==> config.mk <==
export PLATFORM = sky130hd
export DESIGN_NAME = mfu_dev_end_flat
export DESIGN_NICKNAME = d
export VERILOG_FILES = /design/src/hdl/mfu_pkg.sv /design/src/hdl/mfu_link_if.sv /design/src/hdl/mfu_dev_end.sv /design/src/flat_wrapper.sv
export SDC_FILE = /design/constraint.sdc
export NUM_CORES = 1
export LEC_CHECK = 0
export ABC_AREA = 1
export BUFFER_PORTS_ARGS = -buffer_cell sky130_fd_sc_hd__buf_2
export CAP_MARGIN = 25
export CORE_MARGIN = 1.5
export CORE_UTILIZATION = 42
export DETAILED_ROUTE_END_ITERATION = 10
export PLACE_DENSITY = 0.69
export SETUP_SLACK_MARGIN = 0.4
export SLEW_MARGIN = 0
export SYNTH_ARGS = -nofsm -noshare
export SYNTH_HDL_FRONTEND = slang
export SYNTH_SLANG_ARGS = --single-unit
==> constraint.sdc <==
create_clock -name ref_clk -period 2.3 [get_ports ref_clk]
set_clock_uncertainty 0.1 [all_clocks]
set_input_delay 0.46 -clock ref_clk [delete_from_list [all_inputs] [get_ports ref_clk]]
set_output_delay 0.46 -clock ref_clk [all_outputs]
set_load 0.01 [all_outputs]
==> src/hdl/mfu_pkg.sv <==
// constants, types and helpers for the serial link
package mfu_pkg;

    // =====
    // clock and timing
    localparam int CLK_HZ       = 40_000_000;
    localparam int CLK_PER_US   = CLK_HZ / 1_000_000;
    localparam int RESET_MIN_US = 120;
    localparam int RESET_MIN_CYC = RESET_MIN_US * CLK_PER_US;
    localparam int INIT_CYC     = 16;

    // =====
    // bit rate: rate = divisor * clk / RATE_SCALE
    localparam int  DIV_W        = 16;
    localparam int  ACC_W        = 19;
    localparam longint RATE_SCALE = 524288;
    localparam longint DEF_BAUD   = 600;
    localparam longint MAX_BAUD   = 512000;
    localparam logic [DIV_W-1:0] DIV_DEFAULT =
        DIV_W'((DEF_BAUD * RATE_SCALE + CLK_HZ / 2) / CLK_HZ);
    localparam logic [DIV_W-1:0] DIV_MAX =
        DIV_W'((MAX_BAUD * RATE_SCALE) / CLK_HZ);
    localparam logic [3:0] OVS_PAD  = 4'h0;
    localparam logic [3:0] OVS_MID  = 4'h7;
    localparam logic [3:0] OVS_LAST = 4'hf;

    // =====
    // framing
    localparam logic [2:0] LAST_DATA = 3'h7;
    localparam logic [9:0] LINE_IDLE = 10'h3ff;

    // =====
    // types
    typedef enum logic [1:0] {
        MFU_OUT_ENERGY = 2'h0,
        MFU_OUT_IRQ    = 2'h1,
        MFU_OUT_ZC     = 2'h2,
        MFU_OUT_DIR    = 2'h3
    } mfu_do_func_t;
    typedef enum logic {
        MFU_GAIN_X10 = 1'b0,
        MFU_GAIN_X50 = 1'b1
    } mfu_gain_t;
    localparam mfu_do_func_t FUNC_DEFAULT = MFU_OUT_ENERGY;
    localparam mfu_gain_t    GAIN_DEFAULT = MFU_GAIN_X10;
    typedef enum logic [2:0] {
        MFU_ST_HALT = 3'b001,
        MFU_ST_INIT = 3'b010,
        MFU_ST_RUN  = 3'b100
    } mfu_dev_st_t;
    typedef enum logic [3:0] {
        MFU_RX_IDLE  = 4'b0001,
        MFU_RX_START = 4'b0010,
        MFU_RX_DATA  = 4'b0100,
        MFU_RX_STOP  = 4'b1000
    } mfu_rx_st_t;

    // 16x oversample phase step; top bit is the tick
    function automatic logic [ACC_W:0] mfu_ovs_step(
        input logic [ACC_W-1:0] acc,
        input logic [DIV_W-1:0] div
    );
        logic [ACC_W+1:0] s;
        s = {2'b00, acc} + {1'b0, div, OVS_PAD};
        return {|s[ACC_W+1:ACC_W], s[ACC_W-1:0]};
    endfunction

endpackage

==> src/hdl/mfu_link_if.sv <==
// two-line serial link plus reset pin between host and metering front end
`timescale 1ns/100ps
`default_nettype none
interface mfu_link_if;
    logic dev_tx;      // device transmit line, host receives it
    logic host_tx;     // host transmit line, device receives it
    logic reset_n_pin; // device reset pin, active low
    modport dev (output dev_tx, input host_tx, input reset_n_pin);
    modport host (input dev_tx, output host_tx, output reset_n_pin);
endinterface
`default_nettype wire

==> src/hdl/mfu_dev_end.sv <==
// device end: serial port, reset handling, digital output and gain select
//
// Overview of operation
// reset pin low past 120 us halts everything
// release runs init loading default settings
// two-line asynchronous full-duplex link
// start, eight data LSB first, stop
// rate equals divisor times clock over 524288
// default 600 bit/s after reset
// rates up to 512K; host never faster
// send on own TX, receive on RX
// output pin shows pulse, irq, zc or direction
// current gain 10x or 50x; voltage fixed
// idle high, falling edge start, mid-bit sampling
`timescale 1ns/100ps
`default_nettype none
module mfu_dev_end #(
    parameter int RESET_MIN = mfu_pkg::RESET_MIN_CYC, // reset pin hold, cycles
    parameter int INIT_LEN  = mfu_pkg::INIT_CYC       // init sequence, cycles
) (
    input  wire logic                      ref_clk,      // 40 MHz clock
    input  wire logic                      rstn,         // async reset, active low
    mfu_link_if.dev                        link,         // serial link pins
    input  wire logic [7:0]                tx_data,      // byte to send
    input  wire logic                      tx_valid,     // byte offered
    output logic                           tx_ready,     // byte taken this cycle
    output logic [7:0]                     rx_data,      // byte received
    output logic                           rx_valid,     // one-cycle receive pulse
    output logic                           rx_frame_err, // stop bit was low
    input  wire logic [mfu_pkg::DIV_W-1:0] div_in,       // new bit_rate_divisor
    input  wire logic                      div_we,       // load div_in
    input  wire logic                      gain_in,      // 1 selects 50x
    input  wire logic [1:0]                func_in,      // output function code
    input  wire logic                      cfg_we,       // load gain_in, func_in
    input  wire logic                      energy_pulse, // energy pulse source
    input  wire logic                      irq_level,    // interrupt source
    input  wire logic                      zero_cross,   // zero-crossing source
    input  wire logic                      energy_dir,   // energy direction source
    output logic                           digital_out,  // configurable output
    output logic                           cur_gain_x50, // current_gain_stage at 50x
    output logic [mfu_pkg::DIV_W-1:0]      bit_rate_divisor, // active divisor
    output logic                           running       // init done, link live
);

    // =====
    // pin synchronisers
    localparam int HOLD_W = $clog2(RESET_MIN + 1);
    localparam int INIT_W = $clog2(INIT_LEN + 1);

    logic [1:0]           rst_s_r;
    logic [1:0]           rx_s_r;
    logic                 rx_prev_r;
    logic [HOLD_W-1:0]    hold_r;
    logic [INIT_W-1:0]    init_r;
    mfu_pkg::mfu_dev_st_t st_r;
    logic                 pin_low;
    logic                 rx_line;

    always_ff @(posedge ref_clk or negedge rstn) begin
        if (!rstn) begin
            rst_s_r <= 2'b11;
            rx_s_r  <= 2'b11;
        end else begin
            rst_s_r <= {rst_s_r[0], link.reset_n_pin};
            rx_s_r  <= {rx_s_r[0], link.host_tx};
        end
    end

    assign pin_low = ~rst_s_r[1];
    assign rx_line = rx_s_r[1];

    // =====
    // reset pin timing and init sequence
    always_ff @(posedge ref_clk or negedge rstn) begin
        if (!rstn) begin
            hold_r <= '0;
        end else if (!pin_low) begin
            hold_r <= '0;
        end else if (hold_r != HOLD_W'(RESET_MIN)) begin
            hold_r <= hold_r + 1'b1;
        end
    end

    // short glitches below the hold time are ignored entirely
    always_ff @(posedge ref_clk or negedge rstn) begin
        if (!rstn) begin
            st_r   <= mfu_pkg::MFU_ST_INIT;
            init_r <= '0;
        end else begin
            case (st_r)
                mfu_pkg::MFU_ST_HALT: begin
                    init_r <= '0;
                    if (!pin_low) st_r <= mfu_pkg::MFU_ST_INIT;
                end
                mfu_pkg::MFU_ST_INIT: begin
                    init_r <= init_r + 1'b1;
                    if (init_r == INIT_W'(INIT_LEN - 1)) st_r <= mfu_pkg::MFU_ST_RUN;
                end
                mfu_pkg::MFU_ST_RUN: begin
                    init_r <= '0;
                end
                default: st_r <= mfu_pkg::MFU_ST_HALT;
            endcase
            if (hold_r == HOLD_W'(RESET_MIN)) st_r <= mfu_pkg::MFU_ST_HALT;
        end
    end

    assign running = (st_r == mfu_pkg::MFU_ST_RUN);

    // =====
    // settings: defaults while halted or initialising
    mfu_pkg::mfu_gain_t    gain_r;
    mfu_pkg::mfu_do_func_t func_r;

    always_ff @(posedge ref_clk or negedge rstn) begin
        if (!rstn) begin
            bit_rate_divisor <= mfu_pkg::DIV_DEFAULT;
        end else if (!running) begin
            bit_rate_divisor <= mfu_pkg::DIV_DEFAULT;
        end else if (div_we) begin
            bit_rate_divisor <= div_in;
        end
    end

    always_ff @(posedge ref_clk or negedge rstn) begin
        if (!rstn) begin
            gain_r <= mfu_pkg::GAIN_DEFAULT;
            func_r <= mfu_pkg::FUNC_DEFAULT;
        end else if (!running) begin
            gain_r <= mfu_pkg::GAIN_DEFAULT;
            func_r <= mfu_pkg::FUNC_DEFAULT;
        end else if (cfg_we) begin
            gain_r <= mfu_pkg::mfu_gain_t'(gain_in);
            func_r <= mfu_pkg::mfu_do_func_t'(func_in);
        end
    end

    // voltage gain is fixed at 10x, so only current gain leaves the block
    always_ff @(posedge ref_clk or negedge rstn) begin
        if (!rstn) begin
            cur_gain_x50 <= 1'b0;
            digital_out  <= 1'b0;
        end else begin
            cur_gain_x50 <= (gain_r == mfu_pkg::MFU_GAIN_X50);
            case (func_r)
                mfu_pkg::MFU_OUT_ENERGY: digital_out <= running & energy_pulse;
                mfu_pkg::MFU_OUT_IRQ:    digital_out <= running & irq_level;
                mfu_pkg::MFU_OUT_ZC:     digital_out <= running & zero_cross;
                mfu_pkg::MFU_OUT_DIR:    digital_out <= running & energy_dir;
                default:                 digital_out <= 1'b0;
            endcase
        end
    end

    // =====
    // 16x oversample tick
    logic [mfu_pkg::ACC_W-1:0] acc_r;
    logic [mfu_pkg::ACC_W:0]   step;
    logic                      tick;

    assign step = mfu_pkg::mfu_ovs_step(acc_r, bit_rate_divisor);
    assign tick = step[mfu_pkg::ACC_W];

    // divisors above half scale saturate to one tick per clock
    always_ff @(posedge ref_clk or negedge rstn) begin
        if (!rstn) begin
            acc_r <= '0;
        end else if (!running) begin
            acc_r <= '0;
        end else begin
            acc_r <= step[mfu_pkg::ACC_W-1:0];
        end
    end

    // =====
    // transmitter, runs independently of the receiver
    logic [9:0] tx_sh_r;
    logic [3:0] tx_ph_r;
    logic [3:0] tx_cnt_r;
    logic       tx_busy_r;

    assign tx_ready    = running & ~tx_busy_r;
    assign link.dev_tx = tx_sh_r[0];

    always_ff @(posedge ref_clk or negedge rstn) begin
        if (!rstn) begin
            tx_sh_r   <= mfu_pkg::LINE_IDLE;
            tx_ph_r   <= 4'h0;
            tx_cnt_r  <= 4'h0;
            tx_busy_r <= 1'b0;
        end else if (!running) begin
            tx_sh_r   <= mfu_pkg::LINE_IDLE;
            tx_ph_r   <= 4'h0;
            tx_cnt_r  <= 4'h0;
            tx_busy_r <= 1'b0;
        end else if (!tx_busy_r) begin
            if (tx_valid) begin
                tx_sh_r   <= {1'b1, tx_data, 1'b0};
                tx_ph_r   <= 4'h0;
                tx_cnt_r  <= 4'h0;
                tx_busy_r <= 1'b1;
            end
        end else if (tick) begin
            tx_ph_r <= tx_ph_r + 1'b1;
            if (tx_ph_r == mfu_pkg::OVS_LAST) begin
                tx_sh_r  <= {1'b1, tx_sh_r[9:1]};
                tx_cnt_r <= tx_cnt_r + 1'b1;
                if (tx_cnt_r == 4'h9) tx_busy_r <= 1'b0;
            end
        end
    end

    // =====
    // receiver
    mfu_pkg::mfu_rx_st_t rx_st_r;
    logic [3:0]          rx_ph_r;
    logic [2:0]          rx_cnt_r;
    logic [7:0]          rx_sh_r;

    always_ff @(posedge ref_clk or negedge rstn) begin
        if (!rstn) begin
            rx_prev_r <= 1'b1;
        end else begin
            rx_prev_r <= rx_line;
        end
    end

    always_ff @(posedge ref_clk or negedge rstn) begin
        if (!rstn) begin
            rx_st_r      <= mfu_pkg::MFU_RX_IDLE;
            rx_ph_r      <= 4'h0;
            rx_cnt_r     <= 3'h0;
            rx_sh_r      <= 8'h00;
            rx_data      <= 8'h00;
            rx_valid     <= 1'b0;
            rx_frame_err <= 1'b0;
        end else if (!running) begin
            rx_st_r  <= mfu_pkg::MFU_RX_IDLE;
            rx_valid <= 1'b0;
        end else begin
            rx_valid <= 1'b0;
            case (rx_st_r)
                mfu_pkg::MFU_RX_IDLE: begin
                    rx_ph_r <= 4'h0;
                    if (rx_prev_r && !rx_line) rx_st_r <= mfu_pkg::MFU_RX_START;
                end
                mfu_pkg::MFU_RX_START: if (tick) begin
                    rx_ph_r <= rx_ph_r + 1'b1;
                    if (rx_ph_r == mfu_pkg::OVS_MID) begin
                        rx_ph_r  <= 4'h0;
                        rx_cnt_r <= 3'h0;
                        rx_st_r  <= rx_line ? mfu_pkg::MFU_RX_IDLE : mfu_pkg::MFU_RX_DATA;
                    end
                end
                mfu_pkg::MFU_RX_DATA: if (tick) begin
                    rx_ph_r <= rx_ph_r + 1'b1;
                    if (rx_ph_r == mfu_pkg::OVS_LAST) begin
                        rx_sh_r  <= {rx_line, rx_sh_r[7:1]};
                        rx_cnt_r <= rx_cnt_r + 1'b1;
                        if (rx_cnt_r == mfu_pkg::LAST_DATA) rx_st_r <= mfu_pkg::MFU_RX_STOP;
                    end
                end
                mfu_pkg::MFU_RX_STOP: if (tick) begin
                    rx_ph_r <= rx_ph_r + 1'b1;
                    if (rx_ph_r == mfu_pkg::OVS_LAST) begin
                        rx_data      <= rx_sh_r;
                        rx_valid     <= 1'b1;
                        rx_frame_err <= ~rx_line;
                        rx_st_r      <= mfu_pkg::MFU_RX_IDLE;
                    end
                end
                default: rx_st_r <= mfu_pkg::MFU_RX_IDLE;
            endcase
        end
    end

endmodule // mfu_dev_end
`default_nettype wire

==> src/flat_wrapper.sv <==
// flat-port wrapper written by rule: the top's interface ports become plain ports
module mfu_dev_end_flat 
#(
    parameter int RESET_MIN = mfu_pkg::RESET_MIN_CYC,                          
    parameter int INIT_LEN  = mfu_pkg::INIT_CYC                               
)
  (ref_clk, rstn, tx_data, tx_valid, tx_ready, rx_data, rx_valid, rx_frame_err, div_in, div_we, gain_in, func_in, cfg_we, energy_pulse, irq_level, zero_cross, energy_dir, digital_out, cur_gain_x50, bit_rate_divisor, running, link_dev_tx, link_host_tx, link_reset_n_pin);
  mfu_link_if link_i ();
  input  wire logic ref_clk;
  input  wire logic rstn;
  input  wire logic [7:0] tx_data;
  input  wire logic tx_valid;
  output logic tx_ready;
  output logic [7:0] rx_data;
  output logic rx_valid;
  output logic rx_frame_err;
  input  wire logic [mfu_pkg::DIV_W-1:0] div_in;
  input  wire logic div_we;
  input  wire logic gain_in;
  input  wire logic [1:0] func_in;
  input  wire logic cfg_we;
  input  wire logic energy_pulse;
  input  wire logic irq_level;
  input  wire logic zero_cross;
  input  wire logic energy_dir;
  output logic digital_out;
  output logic cur_gain_x50;
  output logic [mfu_pkg::DIV_W-1:0] bit_rate_divisor;
  output logic running;
  output wire logic [$bits(link_i.dev_tx)-1:0] link_dev_tx;
  input wire logic [$bits(link_i.host_tx)-1:0] link_host_tx;
  input wire logic [$bits(link_i.reset_n_pin)-1:0] link_reset_n_pin;
  assign link_dev_tx = link_i.dev_tx;
  assign link_i.host_tx = link_host_tx;
  assign link_i.reset_n_pin = link_reset_n_pin;
  mfu_dev_end #(.RESET_MIN(RESET_MIN), .INIT_LEN(INIT_LEN)) u_core (.ref_clk(ref_clk), .rstn(rstn), .link(link_i), .tx_data(tx_data), .tx_valid(tx_valid), .tx_ready(tx_ready), .rx_data(rx_data), .rx_valid(rx_valid), .rx_frame_err(rx_frame_err), .div_in(div_in), .div_we(div_we), .gain_in(gain_in), .func_in(func_in), .cfg_we(cfg_we), .energy_pulse(energy_pulse), .irq_level(irq_level), .zero_cross(zero_cross), .energy_dir(energy_dir), .digital_out(digital_out), .cur_gain_x50(cur_gain_x50), .bit_rate_divisor(bit_rate_divisor), .running(running));
endmodule
# Word-level counts from Yosys, hierarchy flattened
# Index checks and enable logic that the tools add are counted.
# W data, S select, Z words.
dict set report totals {
  ff_bits 114
  out_inout_bits 31
}
dict set report classes {
  addsub 7
  eq_ne 39
  mux 58
  bitwise 7
  reduce_logical 18
}
# cell count
set ops {}
lappend ops {{$mux W4} 20}
lappend ops {{$mux W10} 5}
lappend ops {{$ne A3 B3 Y1 const B} 11}
lappend ops {{$mux W16} 2}
lappend ops {{$mux W13} 2}
lappend ops {{$mux W3} 8}
lappend ops {{$add A19 B20 Y21} 1}
lappend ops {{$mux W19} 1}
lappend ops {{$eq A4 B4 Y1 const B} 4}
lappend ops {{$pmux W4 S4} 1}
lappend ops {{$add A13 B1 Y13 const B} 1}
lappend ops {{$eq A13 B13 Y1 const B} 1}
lappend ops {{$ne A13 B13 Y1 const B} 1}
lappend ops {{$add A4 B1 Y4 const B} 3}
lappend ops {{$mux W1} 12}
lappend ops {{$pmux W4 S3} 1}
lappend ops {{$reduce_and A4 Y1} 3}
lappend ops {{$ne A2 B1 Y1 const B} 5}
lappend ops {{$pmux W5 S2} 1}
lappend ops {{$pmux W3 S3} 1}
lappend ops {{$eq A4 B3 Y1 const B} 2}
lappend ops {{$reduce_and A8 Y1} 1}
lappend ops {{$eq A3 B3 Y1 const B} 2}
lappend ops {{$ne A2 B2 Y1 const B} 3}
lappend ops {{24 further kinds} 37}

# Longest topological paths before layout
dict set report depth {
  depth_word 6
  ltp_mapped 16
  mapped_depth_nobuf 16
}

# Least setup slack after synthesis
# OpenSTA, ideal clock, no wires.
dict set report synth_path {
  path_type {register to register}
  startpoint {register u_core.bit_rate_divisor[0] (netlist name)}
  endpoint {register u_core.rx_sh_r[0]}
  t_arrival_ps 2077
  required_time_ps 2083
  slack_ps 6
  path_stages_with_launch 15
  period_less_slack_ps 2294
  cell_sequence {dfrtp_1 -> ha_1 -> inv_1 -> fa_1 -> inv_1 -> nand2_1 -> a21oi_2 -> nand2_1 -> nand3_2 -> nand2_2 -> nand3_4 -> nand3_4 -> buf_6 -> o21ai_1 -> inv_1}
}
dict set report synth_via {
  elab_chain_cells 3
}
# element line_no
set synth_rtl {}
lappend synth_rtl {{start: declaration} mfu_dev_end.sv:41} ;# output logic [mfu_pkg::DIV_W-1:0] bit_rate_divisor,
lappend synth_rtl {{start signal: assignment} mfu_dev_end.sv:117} ;# bit_rate_divisor <= mfu_pkg::DIV_DEFAULT;
lappend synth_rtl {{start signal: assignment} mfu_dev_end.sv:119} ;# bit_rate_divisor <= mfu_pkg::DIV_DEFAULT;
lappend synth_rtl {{start signal: assignment} mfu_dev_end.sv:121} ;# bit_rate_divisor <= div_in;
lappend synth_rtl {{$add A19 B20 Y21} mfu_pkg.sv:64} ;# s = {2'b00, acc} + {1'b0, div, OVS_PAD};
lappend synth_rtl {{$reduce_or A2 Y1} mfu_pkg.sv:65} ;# return {|s[ACC_W+1:ACC_W], s[ACC_W-1:0]};
lappend synth_rtl {{$reduce_and A4 Y1 (no line)} -}
lappend synth_rtl {{end signal: assignment} mfu_dev_end.sv:258} ;# rx_sh_r <= {rx_line, rx_sh_r[7:1]};
lappend synth_rtl {{end: declaration} mfu_dev_end.sv:218} ;# logic [7:0] rx_sh_r;
# No other way between the ends.
# A chain may end at the register's enable or synchronous reset.

# Worst setup path after layout
dict set report layout_path {
  startpoint {register u_core.bit_rate_divisor[0] (netlist name)}
  endpoint {register u_core.rx_data[4]}
}
dict set report layout_via {
  elab_chain_cells 3
}
# element line_no
set layout_rtl {}
lappend layout_rtl {{$add A19 B20 Y21} mfu_pkg.sv:64}
lappend layout_rtl {{$reduce_or A2 Y1} mfu_pkg.sv:65}
lappend layout_rtl {{$reduce_and A4 Y1 (no line)} -}
lappend layout_rtl {{end signal: assignment} mfu_dev_end.sv:266} ;# rx_data <= rx_sh_r;
lappend layout_rtl {{end: declaration} mfu_dev_end.sv:27} ;# output logic [7:0] rx_data,
# No other way between the ends.

==> impl_metrics.json <==
{
  "cts_max_path_buffers": 2,
  "required_ns": 2.45,
  "rrSetupSlack_ns": 0.08,
  "rsz0062_at_grt": "true",
  "crit_fanout": 19,
  "path_clk_slew_ns": 0.07,
  "wl_per_cell_um": 13.9,
  "synth.cell_area_sq_mm": 0.00562,
  "netlist_instances": 664,
  "placed_area_sq_mm": 0.00628,
  "synth_nets": 728,
  "overflow": 0,
  "n_fill_cell": 1153,
  "fin_ws_ns": 0.0752,
  "io_pins": 69,
  "gp_congestion": 0.843,
  "p_sw_share_pct": 29.5,
  "portBuffers": 68,
  "finalSetupViolCount": 0,
  "vdd_drop_max_v": 0.000360,
  "drcViolationCount": 0,
  "initial_core_util_pct": 42.8,
  "track_usage_pct": 19.2,
  "die_x_um": 119,
  "layout-drive-gt1-share_pct": 36.7,
  "whs_ns": 0.0934,
  "cp-end-kind": "flip-flop",
  "cp-startpoint": "u_core.bit_rate_divisor[0]$_DFFE_PN0P_",
  "relSlewSlack_pct": 53.5,
  "critical_path_class": "flip-flop to flip-flop",
  "wl_um": 13400,
  "reg2reg_from": "u_core.bit_rate_divisor[0]$_DFFE_PN0P_",
  "vias": 4942,
  "grt_pass1_wl_um": 21800,
  "switchingPower_mw": 1.36,
  "ys_warn_count": 0,
  "first_pass_iters": 5,
  "yosysSeqAreaShare_pct": 48.9,
  "slowest_stage": "dfrtp_1",
  "stdcell_count": 966,
  "ff_latch_area_sq_mm": 0.00275,
  "ys_seq_elements": 109,
  "clockPowerShare_pct": 31.4,
  "grt_start_max_net_pins": 42,
  "detail-route-antenna-nets": 0,
  "timing.rr.end": "u_core.rx_data[4]$_DFFE_PN0P_",
  "nets": 849,
  "fp-row-count": 42,
  "p_comb_share_pct": 20.6,
  "core_area_sq_mm": 0.0131,
  "synth.distinct_cells": 47,
  "status": "finished, final reports clean",
  "dpl.hpwl_um": 8230,
  "diodes": 0,
  "place_ws_ns": 0.000479,
  "cts-root-buf": "clkbuf_16",
  "clock_latency_ns": 0.36,
  "multi_input_area_sq_mm": 0.00295,
  "leakagePower_nw": 3.66,
  "cap_violations": 0,
  "finalCritPeriodShare_pct": 96.7,
  "cts_tree": "built",
  "syn_to_final_growth_pct": 33.6,
  "die_h_um": 119,
  "worstPathArrival_ns": 2.38,
  "antenna_found_initial": 0,
  "reg2reg_depth": 14,
  "synth.avg_cell_area_sq_um": 8.47,
  "slew_violations": 0,
  "power_density_mw_per_mm2": 612,
  "drtIter0Drc": 241,
  "fin_util_pct": 57.2,
  "cts-htree-levels": 3,
  "stdcell_area_sq_mm": 0.00751,
  "place_inst": 906,
  "hp-class": "input pin to flip-flop",
  "fin_crit_ns": 2.22,
  "die_area_sq_mm": 0.0141,
  "crit_chain": "ha_2, inv_2, fa_2, inv_2, nand2_2, a21oi_4, nand2_2, nand3_4, nand2_4, nand3_4, nand4_4, buf_12, nand2_1, o21ai_2",
  "viasPerCell": 5.12,
  "p_int_mw": 3.24,
  "cts_sinks": 109,
  "grt_pass1_vias": 4858,
  "endpoint": "u_core.rx_data[4]$_DFFE_PN0P_",
  "cp-start-kind": "flip-flop",
  "slowest_delay_ns": 0.36,
  "seqPwrFrac_pct": 48.1,
  "fmax_mhz": 449,
  "tightest_slew_ns": 0.695,
  "hold_viol": 0,
  "numCtsBuffers": 9
}
==> worst max-delay path, delay by kind of cell, from the launching register on <==
kind	cells	cell delay, ns
adders and majority gates	2	0.50
and+or+nand+nor	7	0.64
DFF	1	0.36
buffers and inverters	3	0.30
AOI/OAI and AO/OA	2	0.19
==> Yosys cell counts (all sizes together) <==
master / instances / area [sq um]
a31oi: 2 / 12.5
and2: 1 / 6.26
inv: 109 / 409
o21a: 3 / 22.5
xor2: 4 / 35.0
a31o: 2 / 17.5
nand4: 5 / 46.3
nor3: 14 / 81.3
nand3: 44 / 273
nand2: 133 / 512
a32o: 1 / 10.0
nor4: 1 / 6.26
a211o: 1 / 8.76
dfstp: 17 / 447
o21bai: 4 / 30.0
o31ai: 1 / 7.51
a221oi: 1 / 8.76
o22ai: 4 / 25.0
fa: 1 / 20.0
o21ai: 86 / 472
a22o: 1 / 8.76
clkbuf: 8 / 30.0
a22oi: 1 / 7.51
nor2: 42 / 170
a41oi: 1 / 8.76
or2: 7 / 43.8
dfrtp: 92 / 2300
buf: 8 / 55.1
a21oi: 44 / 228
ha: 25 / 313
a21o: 1 / 7.51
==> placed cells by master, fill, tap and decap left out, types with 8 or more instances in the layout <==
cell type / netlist / final
o21ai_1: 36 / 28
a21oi_1: 42 / 34
ha_4: 0 / 12
dfrtp_1: 92 / 91
nor2_1: 39 / 29
nand2_4: 0 / 13
nand2_1: 128 / 96
nor3_1: 13 / 10
clkbuf_16: 0 / 9
ha_1: 25 / 11
dfstp_2: 17 / 17
buf_6: 2 / 9
nor2_2: 2 / 9
o21ai_0: 39 / 33
buf_4: 2 / 42
inv_1: 106 / 100
o21ai_2: 11 / 23
buf_2: 2 / 65
a21oi_2: 2 / 8
nand2_2: 5 / 24
nand3_1: 38 / 35
==> state kept, by name (all words and copies together) (netlist names), 2 cells and up <==
name / flops
u_core.rx_ph_r: 4
u_core.rst_s_r: 2
u_core.rx_st_r: 4
u_core.tx_cnt_r: 4
u_core.tx_ph_r: 4
u_core.st_r: 3
u_core.rx_data: 8
u_core.bit_rate_divisor: 16
u_core.rx_cnt_r: 3
u_core.hold_r: 13
u_core.acc_r: 15
u_core.init_r: 5
u_core.func_r: 2
u_core.rx_sh_r: 8
u_core.rx_s_r: 2
u_core.tx_sh_r: 9
==> metal layers <==
metal,vias up,GRT usage [%],part of all wire (%)
li1,2412,-,-
met1,2386,23.6,43
met2,114,33.1,50
met3,30,3.91,4.0
met4,0,7.30,2.6
met5,-,0,0
==> cell type report <==
cell class,instances,share of cell area [%]
Clock buffer,10,3.05
Sequential cell,109,36.6
Inverter,109,5.58
Clock inverter,6,0.516
Timing Repair Buffer,124,12.0
Tap cell,176,2.93
Multi-Input combinational cell,432,39.3
==> per-stage QoR <==
step	total power, mW	TNS [ns]
after floorplan	2.67	0
after global placement	2.88	0
after detailed placement	2.91	0
after CTS	4.56	0
after global routing	4.83	-1.07
final	4.60	0
==> kinds of logic (layout without fill, tap and decap cells) <==
logic type / after synthesis / after routing / share of synthesized area (%)
xor+xnor: 4 / 4 / 0.623
fa+ha+maj: 26 / 26 / 5.92
flops: 109 / 109 / 48.9
compound gates: 153 / 153 / 15.6
buf+inv: 125 / 249 / 8.79
simple gates: 247 / 249 / 20.2
==> repair_timing <==
action / in CTS / in global routing
pin swaps: 35 / 23
endpoints found under the setup margin: 60 / 74
resized for setup: 59 / 76
hold buffers: 1 / 0
hold endpoints to repair: 28 / 0
setup buffers: 29 / 11
gates cloned: 3 / 0
==> how the worst min path moves through the flow <==
stage / from / to / slack, ns / cells past startpoint
3_3_place_gp: u_core.rst_s_r[0]$_DFF_PN1_ / u_core.rst_s_r[1]$_DFF_PN1_ / 0.25 / 0
5_1_grt: link_host_tx / u_core.rx_s_r[0]$_DFF_PN1_ / 0.08 / 1
3_5_place_dp: u_core.rst_s_r[0]$_DFF_PN1_ / u_core.rst_s_r[1]$_DFF_PN1_ / 0.25 / 0
4_1_cts: link_host_tx / u_core.rx_s_r[0]$_DFF_PN1_ / 0.09 / 1
6_report: link_host_tx / u_core.rx_s_r[0]$_DFF_PN1_ / 0.09 / 1
2_1_floorplan: rstn / u_core.acc_r[10]$_DFF_PN0_ / 0.06 / 0
==> power groups by stage <==
stage                     Clock (mW)  Combinational, mW  Sequential, mW
final                           1.44              0.946            2.21
after global routing            1.56               1.05            2.22
after CTS                       1.48              0.877            2.20
after detailed placement           0              0.685            2.23
after global placement             0              0.667            2.22
after floorplan                    0              0.454            2.21
No activity file was read; power rests on OpenSTA's default activity.
